--- config.mk ---
export PLATFORM = sky130hd
export DESIGN_NAME = tuner_system_config_regs
export DESIGN_NICKNAME = d
export VERILOG_FILES = /design/src/hw/tuner_cfg_pkg.sv /design/src/hw/tuner_system_config_regs.sv
export VERILOG_INCLUDE_DIRS = /design/src /design/src/hw
export SDC_FILE = /design/constraint.sdc
export NUM_CORES = 1
export LEC_CHECK = 0
export ABC_AREA = 1
export BUFFER_PORTS_ARGS = -buffer_cell sky130_fd_sc_hd__buf_4
export CORE_MARGIN = 4
export CORE_UTILIZATION = 45
export CTS_CLUSTER_SIZE = 20
export DETAILED_ROUTE_END_ITERATION = 16
export PLACE_DENSITY = 0.76
export SETUP_SLACK_MARGIN = 0.4
export SLEW_MARGIN = 30
export SYNTH_ARGS = -nofsm -noshare
export SYNTH_HDL_FRONTEND = slang
export SYNTH_SLANG_ARGS = --single-unit
export TNS_END_PERCENT = 30
--- constraint.sdc ---
create_clock -name clk_i -period 2.1 [get_ports clk_i]
set_clock_uncertainty 0.15 [all_clocks]
set_input_delay 0.63 -clock clk_i [delete_from_list [all_inputs] [get_ports clk_i]]
set_output_delay 0.63 -clock clk_i [all_outputs]
set_load 0.02 [all_outputs]
--- src/hw/tuner_cfg_params.svh ---
// Function
// - Radio data ready pulses pin two low
// - Seek/tune done pulses pin two low
// - Pin two mode 01 idles high
// - Modes 00 float, 10 low, 11 high
// - Pin three mode 01 shows stereo
// - Bit 12 enables radio data processing
// - Emphasis bit picks 75 or 50 us
// - Gain control off bit disables AGC
// - Blend field selects RSSI window
// - Stereo flag above window low bound
// - Seek threshold rejects weaker channels
// - Band field selects frequency range
// - Step field selects channel spacing
// - Volume zero mutes, else log steps
// - Extended range lowers volume 30 dB
// - Both registers reset to zero
// - Done flag set, host clears it
`ifndef TUNER_CFG_PARAMS_SVH
`define TUNER_CFG_PARAMS_SVH
`define CFG_ONE_IDX 8'h04
`define CFG_TWO_IDX 8'h05
`define IRQ_STAT_IDX 8'h08
`define IRQ_MASK_IDX 8'h09
`define LIVE_IDX 8'h0A
`define CFG_RESET 16'h0000
`define CFG_ONE_WMASK 16'hDCFF
`define BIT_RDS_IEN 15
`define BIT_STC_IEN 14
`define BIT_RDS_EN 12
`define BIT_EMPH 11
`define BIT_AGC_OFF 10
`define PULSE_NS 5000000
`define CLK_NS 25
`define PULSE_CYCLES (`PULSE_NS / `CLK_NS)
`endif

--- src/hw/tuner_cfg_pkg.sv ---
package tuner_cfg_pkg;
    typedef enum logic [1:0] {
        PIN_FLOAT = 2'b00,
        PIN_SPECIAL = 2'b01,
        PIN_LOW = 2'b10,
        PIN_HIGH = 2'b11
    } pin_mode_t;
    typedef enum logic [0:0] {
        PULSE_IDLE = 1'b0,
        PULSE_ACTIVE = 1'b1
    } pulse_state_t;
endpackage : tuner_cfg_pkg

--- src/hw/tuner_system_config_regs.sv ---
// Design decision made here: register access over Wishbone.
`timescale 1ns/10ps
`include "tuner_cfg_params.svh"
module tuner_system_config_regs
    import tuner_cfg_pkg::*;
#(
    parameter int PULSE_LEN = `PULSE_CYCLES
) (
    input wire logic clk_i,
    input wire logic rst_i,
    input wire logic wb_cyc_i,
    input wire logic wb_stb_i,
    input wire logic wb_we_i,
    input wire logic [9:0] wb_adr_i,
    input wire logic [3:0] wb_sel_i,
    input wire logic [31:0] wb_dat_i,
    output logic [31:0] wb_dat_o,
    output logic wb_ack_o,
    input wire logic rds_ready_i,
    input wire logic seek_tune_done_i,
    input wire logic [7:0] rssi_i,
    output logic pin_one_o,
    output logic pin_one_oe_o,
    output logic pin_two_o,
    output logic pin_two_oe_o,
    output logic pin_three_o,
    output logic pin_three_oe_o,
    output logic rds_en_o,
    output logic emphasis_curve_o,
    output logic gain_ctrl_off_o,
    output logic two_channel_flag_o,
    output logic [7:0] seek_level_min_o,
    output logic [1:0] freq_range_sel_o,
    output logic [1:0] channel_step_o,
    output logic [3:0] volume_o,
    input wire logic vol_range_ext_i,
    output logic [5:0] atten_db_o,
    output logic mute_o,
    output logic irq_o
);
    localparam int PCW = $clog2(PULSE_LEN + 1);

    logic [15:0] cfg_one_r;
    logic [15:0] cfg_two_r;
    logic [1:0] irq_stat_r;
    logic [1:0] irq_mask_r;
    logic rds_s1_r, rds_s2_r, rds_d_r;
    logic stc_s1_r, stc_s2_r, stc_d_r;
    logic [7:0] rssi_s1_r, rssi_s2_r;
    pulse_state_t pstate_r;
    logic [PCW-1:0] pcnt_r;

    // Bus decode
    wire req = wb_cyc_i & wb_stb_i & ~wb_ack_o;
    wire [7:0] idx = wb_adr_i[9:2];
    wire wr = req & wb_we_i;
    wire lo_en = wb_sel_i[0];
    wire hi_en = wb_sel_i[1];
    wire wr_one = wr & (idx == `CFG_ONE_IDX);
    wire wr_two = wr & (idx == `CFG_TWO_IDX);
    wire wr_stat = wr & (idx == `IRQ_STAT_IDX) & lo_en;
    wire wr_mask = wr & (idx == `IRQ_MASK_IDX) & lo_en;
    wire [15:0] sel16 = {{8{hi_en}}, {8{lo_en}}};
    // Reserved bits kept zero even if the host slips
    wire [15:0] one_mask = sel16 & `CFG_ONE_WMASK;

    wire [1:0] pin_one_mode = cfg_one_r[1:0];
    wire [1:0] pin_two_mode = cfg_one_r[3:2];
    wire [1:0] pin_three_mode = cfg_one_r[5:4];
    wire [1:0] blend_level_adj = cfg_one_r[7:6];

    // Rising edges of synchronised event levels
    wire rds_ready = rds_s2_r & ~rds_d_r;
    wire seek_tune_done = stc_s2_r & ~stc_d_r;
    wire [1:0] ev = {seek_tune_done, rds_ready};

    wire trig_rds = rds_ready & cfg_one_r[`BIT_RDS_IEN];
    wire trig_stc = seek_tune_done & cfg_one_r[`BIT_STC_IEN];
    wire pin_two_irq = pin_two_mode == PIN_SPECIAL;
    wire trig = (trig_rds | trig_stc) & pin_two_irq;

    // Blend window low bounds in dBuV: 31, 37, 19, 25
    logic [7:0] blend_low;
    always_comb begin
        case (blend_level_adj)
            2'b00: blend_low = 8'h1F;
            2'b01: blend_low = 8'h25;
            2'b10: blend_low = 8'h13;
            default: blend_low = 8'h19;
        endcase
    end
    wire stereo = rssi_s2_r > blend_low;

    // Pin drive: value and enable per mode
    function automatic logic [1:0] drive(input logic [1:0] m,
                                         input logic special);
        case (m)
            PIN_FLOAT: drive = 2'b00;
            PIN_SPECIAL: drive = {1'b1, special};
            PIN_LOW: drive = 2'b10;
            default: drive = 2'b11;
        endcase
    endfunction : drive

    // Pin one code 01 reserved: left floating
    wire [1:0] d_one = (pin_one_mode == PIN_SPECIAL) ? 2'b00
                       : drive(pin_one_mode, 1'b0);
    wire pulse_low = pstate_r == PULSE_ACTIVE;
    wire [1:0] d_two = drive(pin_two_mode, ~pulse_low);
    wire [1:0] d_three = drive(pin_three_mode, stereo);

    // Volume attenuation in dB from full scale, 2 dB per step
    wire [3:0] vol = cfg_two_r[3:0];
    wire [5:0] vol_att = 6'((4'hF - vol) << 1);
    wire [5:0] att = vol_range_ext_i ? 6'(vol_att + 6'h1E)
                     : vol_att;

    wire [31:0] rd_mux =
        (idx == `CFG_ONE_IDX) ? {16'h0000, cfg_one_r} :
        (idx == `CFG_TWO_IDX) ? {16'h0000, cfg_two_r} :
        (idx == `IRQ_STAT_IDX) ? {30'h0, irq_stat_r} :
        (idx == `IRQ_MASK_IDX) ? {30'h0, irq_mask_r} :
        (idx == `LIVE_IDX) ? {22'h0, pulse_low, stereo, rssi_s2_r} :
        32'h00000000;

    wire [1:0] stat_nxt = (irq_stat_r & ~(wr_stat ? wb_dat_i[1:0] : 2'b00))
                          | ev;

    always_ff @(posedge clk_i) begin
        if (rst_i) begin
            cfg_one_r <= `CFG_RESET;
            cfg_two_r <= `CFG_RESET;
            irq_stat_r <= 2'b00;
            irq_mask_r <= 2'b00;
            wb_ack_o <= 1'b0;
            wb_dat_o <= 32'h00000000;
        end else begin
            wb_ack_o <= req;
            wb_dat_o <= req ? rd_mux : 32'h00000000;
            if (wr_one)
                cfg_one_r <= (cfg_one_r & ~one_mask)
                             | (wb_dat_i[15:0] & one_mask);
            if (wr_two)
                cfg_two_r <= (cfg_two_r & ~sel16) | (wb_dat_i[15:0] & sel16);
            irq_stat_r <= stat_nxt;
            if (wr_mask)
                irq_mask_r <= wb_dat_i[1:0];
        end
    end

    always_ff @(posedge clk_i) begin
        if (rst_i) begin
            rds_s1_r <= 1'b0;
            rds_s2_r <= 1'b0;
            rds_d_r <= 1'b0;
            stc_s1_r <= 1'b0;
            stc_s2_r <= 1'b0;
            stc_d_r <= 1'b0;
            rssi_s1_r <= 8'h00;
            rssi_s2_r <= 8'h00;
        end else begin
            rds_s1_r <= rds_ready_i;
            rds_s2_r <= rds_s1_r;
            rds_d_r <= rds_s2_r;
            stc_s1_r <= seek_tune_done_i;
            stc_s2_r <= stc_s1_r;
            stc_d_r <= stc_s2_r;
            rssi_s1_r <= rssi_i;
            rssi_s2_r <= rssi_s1_r;
        end
    end

    // Low pulse timer; new events during a pulse are absorbed
    always_ff @(posedge clk_i) begin
        if (rst_i) begin
            pstate_r <= PULSE_IDLE;
            pcnt_r <= '0;
        end else begin
            case (pstate_r)
                PULSE_IDLE: begin
                    if (trig) begin
                        pstate_r <= PULSE_ACTIVE;
                        pcnt_r <= PCW'(PULSE_LEN - 1);
                    end
                end
                PULSE_ACTIVE: begin
                    if (pcnt_r == '0)
                        pstate_r <= PULSE_IDLE;
                    else
                        pcnt_r <= pcnt_r - 1'b1;
                end
                default: pstate_r <= PULSE_IDLE;
            endcase
        end
    end

    always_ff @(posedge clk_i) begin
        if (rst_i) begin
            {pin_one_oe_o, pin_one_o} <= 2'b00;
            {pin_two_oe_o, pin_two_o} <= 2'b00;
            {pin_three_oe_o, pin_three_o} <= 2'b00;
            rds_en_o <= 1'b0;
            emphasis_curve_o <= 1'b0;
            gain_ctrl_off_o <= 1'b0;
            two_channel_flag_o <= 1'b0;
            seek_level_min_o <= 8'h00;
            freq_range_sel_o <= 2'b00;
            channel_step_o <= 2'b00;
            volume_o <= 4'h0;
            atten_db_o <= 6'h00;
            mute_o <= 1'b1;
            irq_o <= 1'b0;
        end else begin
            {pin_one_oe_o, pin_one_o} <= d_one;
            {pin_two_oe_o, pin_two_o} <= d_two;
            {pin_three_oe_o, pin_three_o} <= d_three;
            rds_en_o <= cfg_one_r[`BIT_RDS_EN];
            emphasis_curve_o <= cfg_one_r[`BIT_EMPH];
            gain_ctrl_off_o <= cfg_one_r[`BIT_AGC_OFF];
            two_channel_flag_o <= stereo;
            seek_level_min_o <= cfg_two_r[15:8];
            freq_range_sel_o <= cfg_two_r[7:6];
            channel_step_o <= cfg_two_r[5:4];
            volume_o <= vol;
            atten_db_o <= att;
            mute_o <= vol == 4'h0;
            irq_o <= |(stat_nxt & irq_mask_r);
        end
    end
endmodule : tuner_system_config_regs

=== Word-level counts from Yosys, hierarchy flattened ===
Cells that the tools add are included.
Widths: inputs -> output; s select.

* Flip-flop bits (word level): 144
* Word-level logic and storage cells: 116
* Output and inout bits: 67
* Input bits: 62

* Reduce and logical (&&, ||, !) cells: 12
* Mux-type cells: 17
* Equal/unequal tests: 15
* Order comparisons: 1
* Bitwise operators: 33
* Add/sub/neg operators: 3

{| class="wikitable"
|+ Operator list
! operator !! number
|-
| $and 16x16->16 || 4
|-
| $mux 18 || 2
|-
| $pmux 18 s2 || 1
|-
| $mux 16 || 2
|-
| $not 16->16 || 2
|-
| $or 16x16->16 || 2
|-
| $mux 10 || 3
|-
| $eq 8x4->1 const B || 3
|-
| $logic_not 18->1 || 1
|-
| $pmux 6 s3 || 1
|-
| $sub 18x1->18 const B || 1
|-
| $eq 8x3->1 const B || 2
|-
| $and 1x1->1 || 14
|-
| $pmux 2 s3 || 2
|-
| $eq 2x1->1 const B || 4
|-
| $eq 2x2->1 const B || 4
|-
| $gt 8x8->1 || 1
|-
| $logic_not 2->1 || 4
|-
| $reduce_or 2->1 || 4
|-
| $add 6x5->6 const B || 1
|-
| $mux 6 || 1
|-
| $not 1->1 || 6
|-
| $reduce_or 6->1 || 1
|-
| $sub 4x4->5 const A || 1
|-
| other kinds (11) || 14
|}

=== Longest topological paths before layout ===
Gate-level depths: netlist of the first run.

* Depth in word-level cells: 11
* Gate-level depth with buffers: 14
* Depth with buffers taken out: 14

=== Least setup slack after synthesis of the first run ===
OpenSTA, ideal clock, no wires.

* Path kind: register to register
* Start: register (tool-made name)
* End: register pin_three_o
* Required time: 1.839 ns
* Data arrival time: 1.570 ns
* Period minus slack after synthesis: 1.831 ns
* Cell stages (with the launch flop): 15
* Slack: 0.269 ns
* Library setup time: 0.111 ns
* Path through: dfxtp_1 inv_1 ha_1 o21ai_0 ha_1 nand2_1 inv_1 nor2_1 o21ai_0 nand2_1 nand2_1 nand2_1 nand2_1 nand3_1 inv_1

{| class="wikitable"
|+ RTL lines
! element !! line !! text
|-
| end signal, assigned || tuner_system_config_regs.sv:216 || <nowiki>{pin_three_oe_o, pin_three_o} <= d_three;</nowiki>
|-
| end, declared || tuner_system_config_regs.sv:26 || <nowiki>output logic pin_three_o,</nowiki>
|}

==> results.md, run 1 <==
Status:
- The run finished with clean final reports.

Floorplan:
- The starting utilization of the core area is 46.3%.
- The count of standard-cell rows is 39.
- The total die area is 13600 µm².
- The number of I/O pins is 129.
- The die is 117 µm wide.
- The core footprint is 11500 µm².
- The die is 117 µm tall.

Layout:
- The core utilization of the finished layout is 62.0%.
- The top cell types in the final layout, fill and taps aside, are 118 x sky130_fd_sc_hd__buf_4, 115 x sky130_fd_sc_hd__dfxtp_1, 107 x sky130_fd_sc_hd__nor2_1.
- The repair_antennas step left the layout with diodes totalling 0.
- The final layout net count is 884.
- The commonest non-fill, non-tap cell in the layout is sky130_fd_sc_hd__buf_4.
- The fraction of final layout cells with drive strength greater than 1 is 29.3%.
- In the final layout, flip-flops and latches occupy 2500 µm².
- The layout overhead on the synthesized area is 34.0%.
- Counting the fill cells in the layout gives 964.
- The footprint of the multi-input gates is 2460 µm².

Place:
- Port buffering added 91 buffers.
- The HPWL after detailed placement is 9080 µm.
- The final weighted congestion in routability-driven placement is 0.896.

Timing:
- The hold violation total from the final report is 0.
- The final clock period utilization by the worst path is 94.0%.
- The setup TNS after final layout is 0 ps.
- The number of slew-limit violations in the final report is 0.
- Setup repair after global routing could not meet its margin everywhere.
- The worst path needs 1970 ps of the cycle, external delays included.
- The highest attainable clock frequency is 0.506 GHz.
- Setup violations remaining at the end of the flow were counted as 0.

Global routing:
- The global-route total usage across every layer is 20.7%.
- The first-pass GRT wire length is 22000 µm.
- The maximum number of pins on one net before global-route repair is 26.
- The number of global-route vias before repair came to 4591.
- The number of antenna violations at the first check in global routing came to 0.
- The final global-route overflow total is 0.

Power and ir drop:
- Dividing total power by cell area gives a power density of 816 nW/µm².
- Across the VDD grid, the largest voltage drop is 0.657 mV.
- The cell leakage power is 3.31 nW.

Routing:
- The number of DRC violations after detailed routing is 0.
- After detailed routing, the average wire length per cell comes to 13.9 µm.
- The via density per instance is 4.90.
- The violation count after the first detailed-route iteration is 334.
- The first detailed-routing pass took 5 iterations.
- The count of vias placed by the detailed router is 4732.
- The remaining antenna violation count after routing is 0.
- Wires add up to 13400 µm.

Logic synthesis:
- The number of synthesized register bits is 124.
- The Yosys warning count is 0.
- After synthesis the cells add up to 5330 µm².
- The average instance in the mapped netlist occupies 7.70 µm².
- Sequential cells were found to cover 46.6% of the synthesized design area.
- The number of distinct library cells after synthesis is 39.
- The post-synthesis cell count is 692.

Clocking:
- Counting along the longest clock path gives a buffer depth of 2.
- After clock tree synthesis, the clock-pin slew on the worst setup and hold paths is 60 ps.
- The TritonCTS clock tree is done.
- The clock sink total is 124.
- The later pin in the worst-skew pair is clocked with a latency of 420 ps.
- In this run the number of H-tree levels came out at 4.
- The TritonCTS buffer count is 17.
- CTS placed an instance of sky130_fd_sc_hd__clkbuf_16 at the clock tree root.

Worst setup path:
- The destination of the worst register-to-register timing path is pin_three_o.
- The critical path is of the flop to flop type.
- For the worst setup path, the data arrival time is 2150 ps.
- The required arrival time at the worst endpoint is 2270 ps.
- STA classifies the critical path startpoint as a flop.
- Counting cells, the worst reg-to-reg path comes to 11.
- The worst setup path is captured at a flop.
- Of all nets on the critical path, the largest fanout is 4.
- The setup slack on the worst flop-to-flop path is 130 ps.

Run:
- The reported max-cap violation count is 0.

Worst hold path:
- The startpoint of the worst hold path is rssi_s1_r[4].
- The end point of the worst hold path is rssi_s2_r[4].
- Along the worst hold path, the cell count comes to 2.
- The tightest min-delay check is of the flop to flop type.
[repair_timing]
action | 4_1_cts | 5_1_grt
endpoints found under the setup margin | 23 | 33
gates cloned | 1 | 0
pin swaps | 7 | 19
buffers inserted | 4 | 6
hold buffers | 0 | 0
resized for setup | 20 | 36
[cells in the mapped netlist, drive strengths merged]
cell	number	area (µm²)
dfxtp	124	2480
nor2	123	503
inv	102	383
nand2	98	385
nand3	49	290
o21ai	48	240
a21oi	43	241
buf	26	201
nor3	17	105
clkbuf	13	48.8
ha	13	163
a211oi	8	70.1
nand3b	5	37.5
o2bb2ai	4	35.0
nand4	3	33.8
nor4	3	18.8
or2	3	18.8
and2	2	12.5
o22ai	2	12.5
xnor2	2	17.5
conb	1	3.75
o21bai	1	7.51
o311ai	1	8.76
o31ai	1	7.51
[layout make-up]
| class | count | share of cell area, % |
|---|---|---|
| Timing Repair Buffer | 121 | 13.4 |
| Inverter | 102 | 5.50 |
| Clock buffer | 20 | 6.54 |
| Sequential cell | 124 | 35.0 |
| Multi-Input combinational cell | 443 | 34.5 |
| Tap cell | 143 | 2.51 |
| Clock inverter | 12 | 2.59 |
[metal layers]
layer / global-route usage (%) / part of all wire [%] / up-vias / routed length, µm
met1: 25.2 / 42 / 2166 / 5570
met2: 34.9 / 50 / 143 / 6690
met3: 6.84 / 6.6 / 25 / 887
li1: - / - / 2398 / -
met4: 6.42 / 1.8 / 0 / 238
met5: 0 / 0 / - / 0
[cells by family after synthesis]
family	synth area share, %
AOI/OAI and AO/OA	11.7
xor gates and xnor gates	0.329
adders and majority gates	3.05
buffers and inverters	11.9
DFF	46.6
other	0.0704
and+or+nand+nor	26.4
[worst max-delay path by stage]
stage	start	endpoint	slack (ps)	depth (start not counted)
floorplan	wb_adr_i[7]	flop	340	8
global placement	wb_adr_i[7]	flop	110	8
detailed placement	wb_adr_i[7]	flop	100	8
CTS	flop	pin_three_o	160	14
global route	flop	pin_three_o	40	11
finish	flop	pin_three_o	130	11
[stage by stage]
step | std cells | setup WS, ps | power, mW | area [µm²] | hold WS [ps]
2_1_floorplan | 708 | 344 | 2.60 | 5450 | 238
3_3_place_gp | 922 | 109 | 2.68 | 6190 | 241
3_5_place_dp | 922 | 101 | 2.69 | 6190 | 246
4_1_cts | 959 | 156 | 5.85 | 7000 | 253
5_1_grt | 965 | 35.3 | 5.99 | 7140 | 257
6_report | 965 | 126 | 5.83 | 7140 | 251
[power by group]
group          total, mW  leakage [nW]  switching (mW)  internal [mW]
clock               3.18         0.316            1.09           2.09
sequential          2.39          1.01          0.0122           2.38
combinational      0.255          1.98           0.157         0.0977
total               5.83          3.31            1.26           4.57
[critical path, stage by stage, from the launching register on]
cell	delay [ps]
sky130_fd_sc_hd__dfxtp_4	360
sky130_fd_sc_hd__inv_4	80
sky130_fd_sc_hd__ha_1	180
sky130_fd_sc_hd__inv_1	50
sky130_fd_sc_hd__ha_1	290
sky130_fd_sc_hd__nand2_1	80
sky130_fd_sc_hd__nor2_2	130
sky130_fd_sc_hd__nand4_1	230
sky130_fd_sc_hd__nand2_4	170
sky130_fd_sc_hd__nand2_2	60
sky130_fd_sc_hd__nand3_2	60
sky130_fd_sc_hd__inv_2	30
No activity file was read; power rests on OpenSTA's default activity.
==> run 2, diff against run 1 <==
- PLACE_DENSITY: 0.76 -> 0.79
- SKIP_LAST_GASP: not set -> 1
- clock period: 2.1 -> 1.75 ns (I/O delays scaled with it)
==> results.md, run 2 (synthesized netlist as in run 1, its figures left out) <==
Status:
- The flow ran to the end, but the final reports show violations.
- The final reports fail on setup timing.

Timing:
- The worst hold slack came to 154 ps (-97.1 ps).
- The hold violation total from the final report was 0 (unchanged).
- The final clock period utilization by the worst path was 105% (+11 points).
- The number of slew-limit violations in the final report is 0 (unchanged).
- The worst setup slack after layout is -93.6 ps (-219 ps).
- Setup repair after global routing could not meet its margin everywhere.
- The setup TNS after final layout was -181 ps (-181 ps).
- The post-route minimum period came to 1840 ps (-131 ps).
- The highest attainable clock frequency was 0.542 GHz (+7.1%).
- The number of setup violations in the final report is 3 (+3).

Layout:
- Leaving out fill and tap cells, the most frequent cell in the layout is sky130_fd_sc_hd__buf_4.
- The cell area after layout is 8150 µm² (+14%).
- The number of diodes added for antenna fixing was 0 (unchanged).
- The fraction of final layout cells with drive strength greater than 1 is 43.7% (+14 points).
- Leaving out fill and tap cells, the most frequent cells in the layout are 127 x sky130_fd_sc_hd__buf_4, 95 x sky130_fd_sc_hd__nor2_1, 93 x sky130_fd_sc_hd__dfxtp_1.
- The core utilization of the finished layout is 70.8% (+8.8 points).
- The final layout net count is 931 (+5.3%).
- Compared with the post-synthesis result, the final layout area differs by 53.0%.

Power and ir drop:
- The switching share of power came to 23.0% (+1.5 points).
- The cell internal power dissipation came to 5.23 mW (+14%).
- The relative contribution of sequential cells to total power is 42.2% (+1.1 points).
- The cell leakage power came to 3.71 nW (+12%).
- The total power is 6.80 mW (+17%).
- The logic gate share of total power is 5.4% (+1.0 points).
- The power per unit of standard cell area came to 834 nW/µm² (+2.2%).
- The power dissipated by switching net loads is 1.56 mW (+25%).
- The maximum ir drop on the vdd rail is 0.900 mV (+37%).
- The portion of total power attributed to the clock network came to 52.4% (-2.2 points).

Floorplan:
- The chip width was 117 µm (unchanged).
- The count of standard-cell rows is 39 (unchanged).
- The number of I/O pins is 129 (unchanged).
- The total die area came to 13600 µm² (unchanged).
- The core footprint was 11500 µm² (unchanged).
- The die boundary height was 117 µm (unchanged).
- The starting utilization of the core area is 46.3% (unchanged).

Worst hold path:
- The class of the worst hold path is input port to flop.
- The instance count along the most critical hold path is 3 (+1).
- In this run the most critical hold path is launched from rssi_i[5].

Run:
- The reported max-cap violation count was 0 (unchanged).

Clocking:
- The clock latency of the later-clocked register in the worst-skew pair came to 420 ps (about the same).
- The clock sink total is 124 (unchanged).
- The cell at the root of the clock tree is sky130_fd_sc_hd__clkbuf_16.
- The TritonCTS buffer count is 17 (unchanged).
- The clock transition at the registers of the reported paths came to 60 ps (about the same).
- TritonCTS built the clock tree.
- The number of buffers inserted by hold repair at cts was 0 (unchanged).
- The maximum count of clock buffers along a single path was 2 (unchanged).
- The maximum level of the CTS H-tree is 4 (unchanged).

Worst setup path:
- The critical path class is flop to flop.
- The count of cells along the worst register-to-register path is 14 (+3).
- The required arrival time at the worst endpoint came to 1920 ps (-350 ps).
- The critical path data arrival time is 2010 ps (-140 ps).
- The critical-path maximum fanout came to 4 (unchanged).
- The endpoint type of the worst setup path is a flop.
- STA classifies the critical path startpoint as a flop.

Routing:
- The remaining antenna violation count after routing is 0 (unchanged).
- The count of vias placed by the detailed router is 5124 (+8.3%).
- The aggregate routed wire length is 15700 µm (+17%).
- The routed length per placed instance is 15.5 µm (+12%).
- The number of DRC violations after detailed routing was 0 (unchanged).
- The violation count after the first detailed-route iteration was 366 (+9.6%).
- The detailed-router iteration count before antenna repair is 5 (unchanged).
- The via density per instance came to 5.07 (+3.4%).

Global routing:
- The maximum number of pins on one net before global-route repair is 60 (+130%).
- The number of antenna violations at the first check in global routing is 0 (unchanged).
- The number of global-route vias before repair came to 5003 (+9.0%).
- The final global-route overflow total is 0 (unchanged).
- The first-pass GRT wire length was 23300 µm (+5.6%).
- The global-route total usage across every layer is 21.9% (+1.2 points).

Place:
- The HPWL after detailed placement is 8870 µm (-2.3%).
- The number of buffers added on ports came to 91 (unchanged).
- The total cell area at the placement stage is 6570 µm² (+6.2%).
- The final weighted congestion in routability-driven placement is 0.877 (-2.1%).
-- run 2: cell types whose count changed in the layout (fill, tap and decap cells not counted), sizes merged --
cell / previous run / this run
bufinv: 4 / 3
nand2: 98 / 100
clkbuf: 20 / 17
buf: 121 / 166
inv: 104 / 105
clkinv: 4 / 6
-- run 2: per-stage QoR --
step	std cells	setup slack (ps)
after detailed placement	943	-142
after CTS	996	-52.3
after global routing	1011	-244
after floorplan	708	38.6
final	1011	-93.6
after global placement	943	-103
-- run 2: area by class of cell --
cell class | count | area (µm²)
Multi-Input combinational cell | 445 | 2930
Inverter | 102 | 400
Sequential cell | 124 | 2530
Timing Repair Buffer | 166 | 1510
Fill cell | 768 | 3370
Clock inverter | 14 | 170
Clock buffer | 17 | 425
Tap cell | 143 | 179
-- run 2: worst max-delay path, stage by stage, from the launching register on --
cell and delay, ps:
sky130_fd_sc_hd__dfxtp_4 370, sky130_fd_sc_hd__inv_4 50, sky130_fd_sc_hd__ha_4 150, sky130_fd_sc_hd__o21ai_2 120, sky130_fd_sc_hd__ha_1 230, sky130_fd_sc_hd__nand2_1 80
sky130_fd_sc_hd__inv_2 40, sky130_fd_sc_hd__nor2_2 100, sky130_fd_sc_hd__o21ai_1 60, sky130_fd_sc_hd__nand2_1 80, sky130_fd_sc_hd__nand2_2 70, sky130_fd_sc_hd__nand2_2 100
sky130_fd_sc_hd__nand2_1 60, sky130_fd_sc_hd__nand3_1 60, sky130_fd_sc_hd__inv_1 40
-- run 2: path summary, 6_finish.rpt --
path / end / slack, ps
min reg2reg: rssi_s2_r[5] / 250
max: pin_three_o / -90
max reg2reg: pin_three_o / -90
min: rssi_s1_r[5] / 150
-- run 2: power by group through the flow --
stage	sequential (mW)	combinational, mW	clock, mW
2_1_floorplan	2.94	0.198	0
3_3_place_gp	2.93	0.315	0
3_5_place_dp	2.93	0.318	0
4_1_cts	2.87	0.329	3.57
5_1_grt	2.87	0.398	3.70
6_report	2.87	0.368	3.56
-- run 2: layer usage --
layer / wire length [µm] / part of all wire, % / GRT usage, % / up-vias
met1: 5960 / 38 / 24.6 / 2409
met5: 0 / 0 / 0 / -
met4: 314 / 2.0 / 10.3 / 0
met2: 8420 / 54 / 38.1 / 185
met3: 961 / 6.1 / 6.48 / 27
li1: - / - / - / 2503
-- run 2: timing repair --
action	CTS	global route
cloned	5	0
pin swaps	32	37
setup endpoints to repair	117	121
setup buffers	17	15
resized for setup	79	88
==> run 3, diff against run 2 <==
- CORE_UTILIZATION: 45 -> 39
- PLACE_DENSITY: 0.79 -> 0.71
==> results.md, run 3 (synthesized netlist as in run 1, its figures left out) <==
Status:
- The run finished, with violations left.
- The final reports fail on setup timing.

Place:
- The HPWL after detailed placement is 9470 µm (+6.8%).
- The final weighted congestion in routability-driven placement came to 0.880 (+0.38%).
- The number of buffers added on ports came to 91 (unchanged).
- The placed instance count is 978 (+3.7%).
- The total cell area at the placement stage is 6620 µm² (+0.67%).

Timing:
- The number of slew-limit violations in the final report was 0 (unchanged).
- Setup repair after global routing could not meet its margin everywhere.
- The number of setup violations in the final report came to 3 (unchanged).
- The highest attainable clock frequency is 0.526 GHz (-3.0%).
- The final clock period utilization by the worst path was 109% (+3.3 points).
- The hold violation total from the final report is 0 (unchanged).
- The post-route minimum period is 1900 ps (+57.2 ps).
- The worst setup slack after layout is -151 ps (-57.2 ps).

Global routing:
- The number of antenna violations at the first check in global routing is 0 (unchanged).
- The final global-route overflow total was 0 (unchanged).
- The maximum number of pins on one net before global-route repair is 25 (-58%).
- The global-route total usage across every layer is 18.4% (-3.5 points).
- The number of global-route vias before repair is 4813 (-3.8%).
- The first-pass GRT wire length is 23100 µm (-0.77%).

Worst setup path:
- The count of cells along the worst register-to-register path is 14 (unchanged).
- The gate family responsible for the most delay along the worst path is simple AND/OR/NAND/NOR gates.
- The critical path data arrival time is 2070 ps (+60 ps).
- The critical path launch point type is a flop.
- The critical path buffer and inverter count is 3 (unchanged).
- The required arrival time at the worst endpoint is 1920 ps (about the same).
- The dominant cell type by count on the critical path is sky130_fd_sc_hd__nand2_1.
- The critical path is of the flop to flop type.
- The endpoint type of the worst setup path is a flop.
- The critical-path maximum fanout was 4 (unchanged).
- The highest cell delay on the worst timing path came to 380 ps (about the same).
- Traced cell by cell, the critical path runs through inv_4 -> ha_4 -> o21ai_2 -> ha_1 -> nand2_1 -> inv_2 -> nor2_2 -> o21ai_1 -> nand2_1 -> nand2_2 -> nand2_2 -> nand2_1 -> nand3_1 -> inv_1.
- The cell with the largest stage delay on the worst path is sky130_fd_sc_hd__dfxtp_4.
- The path length in cells of the critical path is 14 (unchanged).

Routing:
- The number of DRC violations after detailed routing came to 0 (unchanged).
- The routed length per placed instance came to 14.9 µm (-3.9%).
- The detailed-router iteration count before antenna repair came to 5 (unchanged).
- The via density per instance is 4.83 (-4.7%).
- The count of vias placed by the detailed router is 5081 (-0.84%).
- The remaining antenna violation count after routing is 0 (unchanged).
- The aggregate routed wire length was 15700 µm (about the same).
- The violation count after the first detailed-route iteration was 332 (-9.3%).

Layout:
- The cell area after layout was 8200 µm² (+0.68%).
- Leaving out fill and tap cells, the most frequent cell in the layout is sky130_fd_sc_hd__buf_4.
- The final standard cell count with taps included and fillers excluded is 1052 (+4.1%).
- The fraction of final layout cells with drive strength greater than 1 is 43.0% (-0.63 points).
- The library cells used most frequently in the layout, excluding fill and tap cells, are 135 x sky130_fd_sc_hd__buf_4, 96 x sky130_fd_sc_hd__dfxtp_1, 94 x sky130_fd_sc_hd__nor2_1.
- The fill cell total of the finished layout came to 1038 (+35%).
- Compared with the post-synthesis result, the final layout area differs by 54.0%.
- The number of diodes added for antenna fixing is 0 (unchanged).
- The final layout net count was 938 (+0.75%).

Worst hold path:
- The path class of the tightest hold or removal check is input port to flop.
- The instance count along the most critical hold path is 3 (unchanged).

Clocking:
- The clock sink total is 124 (unchanged).
- The root buffer cell chosen for the clock tree is sky130_fd_sc_hd__clkbuf_16.
- The TritonCTS buffer count is 17 (unchanged).
- The number of buffers inserted by hold repair at cts was 0 (unchanged).
- TritonCTS built the clock tree.
- The maximum level of the CTS H-tree is 4 (unchanged).
- The clock latency of the later-clocked register in the worst-skew pair was 430 ps (about the same).
- The clock transition at the registers of the reported paths came to 60 ps (about the same).
- The maximum count of clock buffers along a single path is 2 (unchanged).

Floorplan:
- The count of standard-cell rows is 42 (+7.7%).
- The total die area is 15600 µm² (+14%).
- The core footprint is 13300 µm² (+15%).
- The die boundary height was 125 µm (+6.9%).
- The chip width is 125 µm (+6.9%).
- The number of I/O pins is 129 (unchanged).
- The starting utilization of the core area was 40.1% (-6.2 points).

Power and ir drop:
- The cell leakage power is 3.69 nW (-0.32%).
- The power per unit of standard cell area came to 833 nW/µm² (about the same).
- The maximum ir drop on the vdd rail came to 0.677 mV (-25%).

Run:
- The reported max-cap violation count is 0 (unchanged).
## run 3: worst reg2reg max path, stage by stage, from the launching register on
cell and delay, ps:
sky130_fd_sc_hd__dfxtp_4 380, sky130_fd_sc_hd__inv_4 60, sky130_fd_sc_hd__ha_4 150, sky130_fd_sc_hd__o21ai_2 140
sky130_fd_sc_hd__ha_1 250, sky130_fd_sc_hd__nand2_1 80, sky130_fd_sc_hd__inv_2 40, sky130_fd_sc_hd__nor2_2 100
sky130_fd_sc_hd__o21ai_1 70, sky130_fd_sc_hd__nand2_1 80, sky130_fd_sc_hd__nand2_2 60, sky130_fd_sc_hd__nand2_2 90
sky130_fd_sc_hd__nand2_1 50, sky130_fd_sc_hd__nand3_1 60, sky130_fd_sc_hd__inv_1 30
## run 3: path summary, 6_finish.rpt
kind	from	endpoint	slack, ps
max	flop	pin_three_o	-150
min	rssi_i[2]	rssi_s1_r[2]	150
max reg2reg	flop	pin_three_o	-150
min reg2reg	rssi_s1_r[5]	rssi_s2_r[5]	250
## run 3: where the power goes
part	leakage, nW	switching (mW)	internal, mW	total [mW]
Clock	0.292	1.33	2.27	3.60
Combinational	2.38	0.217	0.150	0.367
Sequential	1.02	0.0175	2.85	2.87
Total	3.69	1.57	5.27	6.84
## run 3: timing repair
action	in CTS	in global routing
setup endpoints to repair	118	122
pin swaps	21	48
buffers inserted	20	16
gates cloned	4	2
resized for setup	50	109
endpoints found under the hold margin	0	0
## run 3: area by class of cell
cell class | count | area [µm²] | share of cell area (%)
multi-input cells | 446 | 2910 | 35.5
clock buffers | 21 | 482 | 5.87
clock inverters | 11 | 128 | 1.56
well taps | 176 | 220 | 2.68
flip-flops and latches | 124 | 2530 | 30.9
repair buffers | 172 | 1530 | 18.6
inverters | 102 | 403 | 4.91
## run 3: metal layers
| layer | up-vias | global-route usage, % | part of all wire [%] |
|---|---|---|---|
| met2 | 144 | 31.5 | 52 |
| li1 | 2525 | - | - |
| met4 | 0 | 7.02 | 2.4 |
| met3 | 33 | 6.09 | 5.6 |
| met5 | - | 0 | 0 |
| met1 | 2379 | 21.4 | 40 |
## run 3: through the flow
step	setup WS (ps)	power [mW]	TNS [ps]	hold WS, ps	utilization [%]
global placement	-88.7	3.25	-1060	240	49.8
global route	-247	7.04	-577	152	61.7
finish	-151	6.84	-310	150	61.7
floorplan	38.6	3.13	0	238	-
CTS	-93.3	6.84	-219	139	57.5
detailed placement	-93.3	3.25	-2120	245	49.8
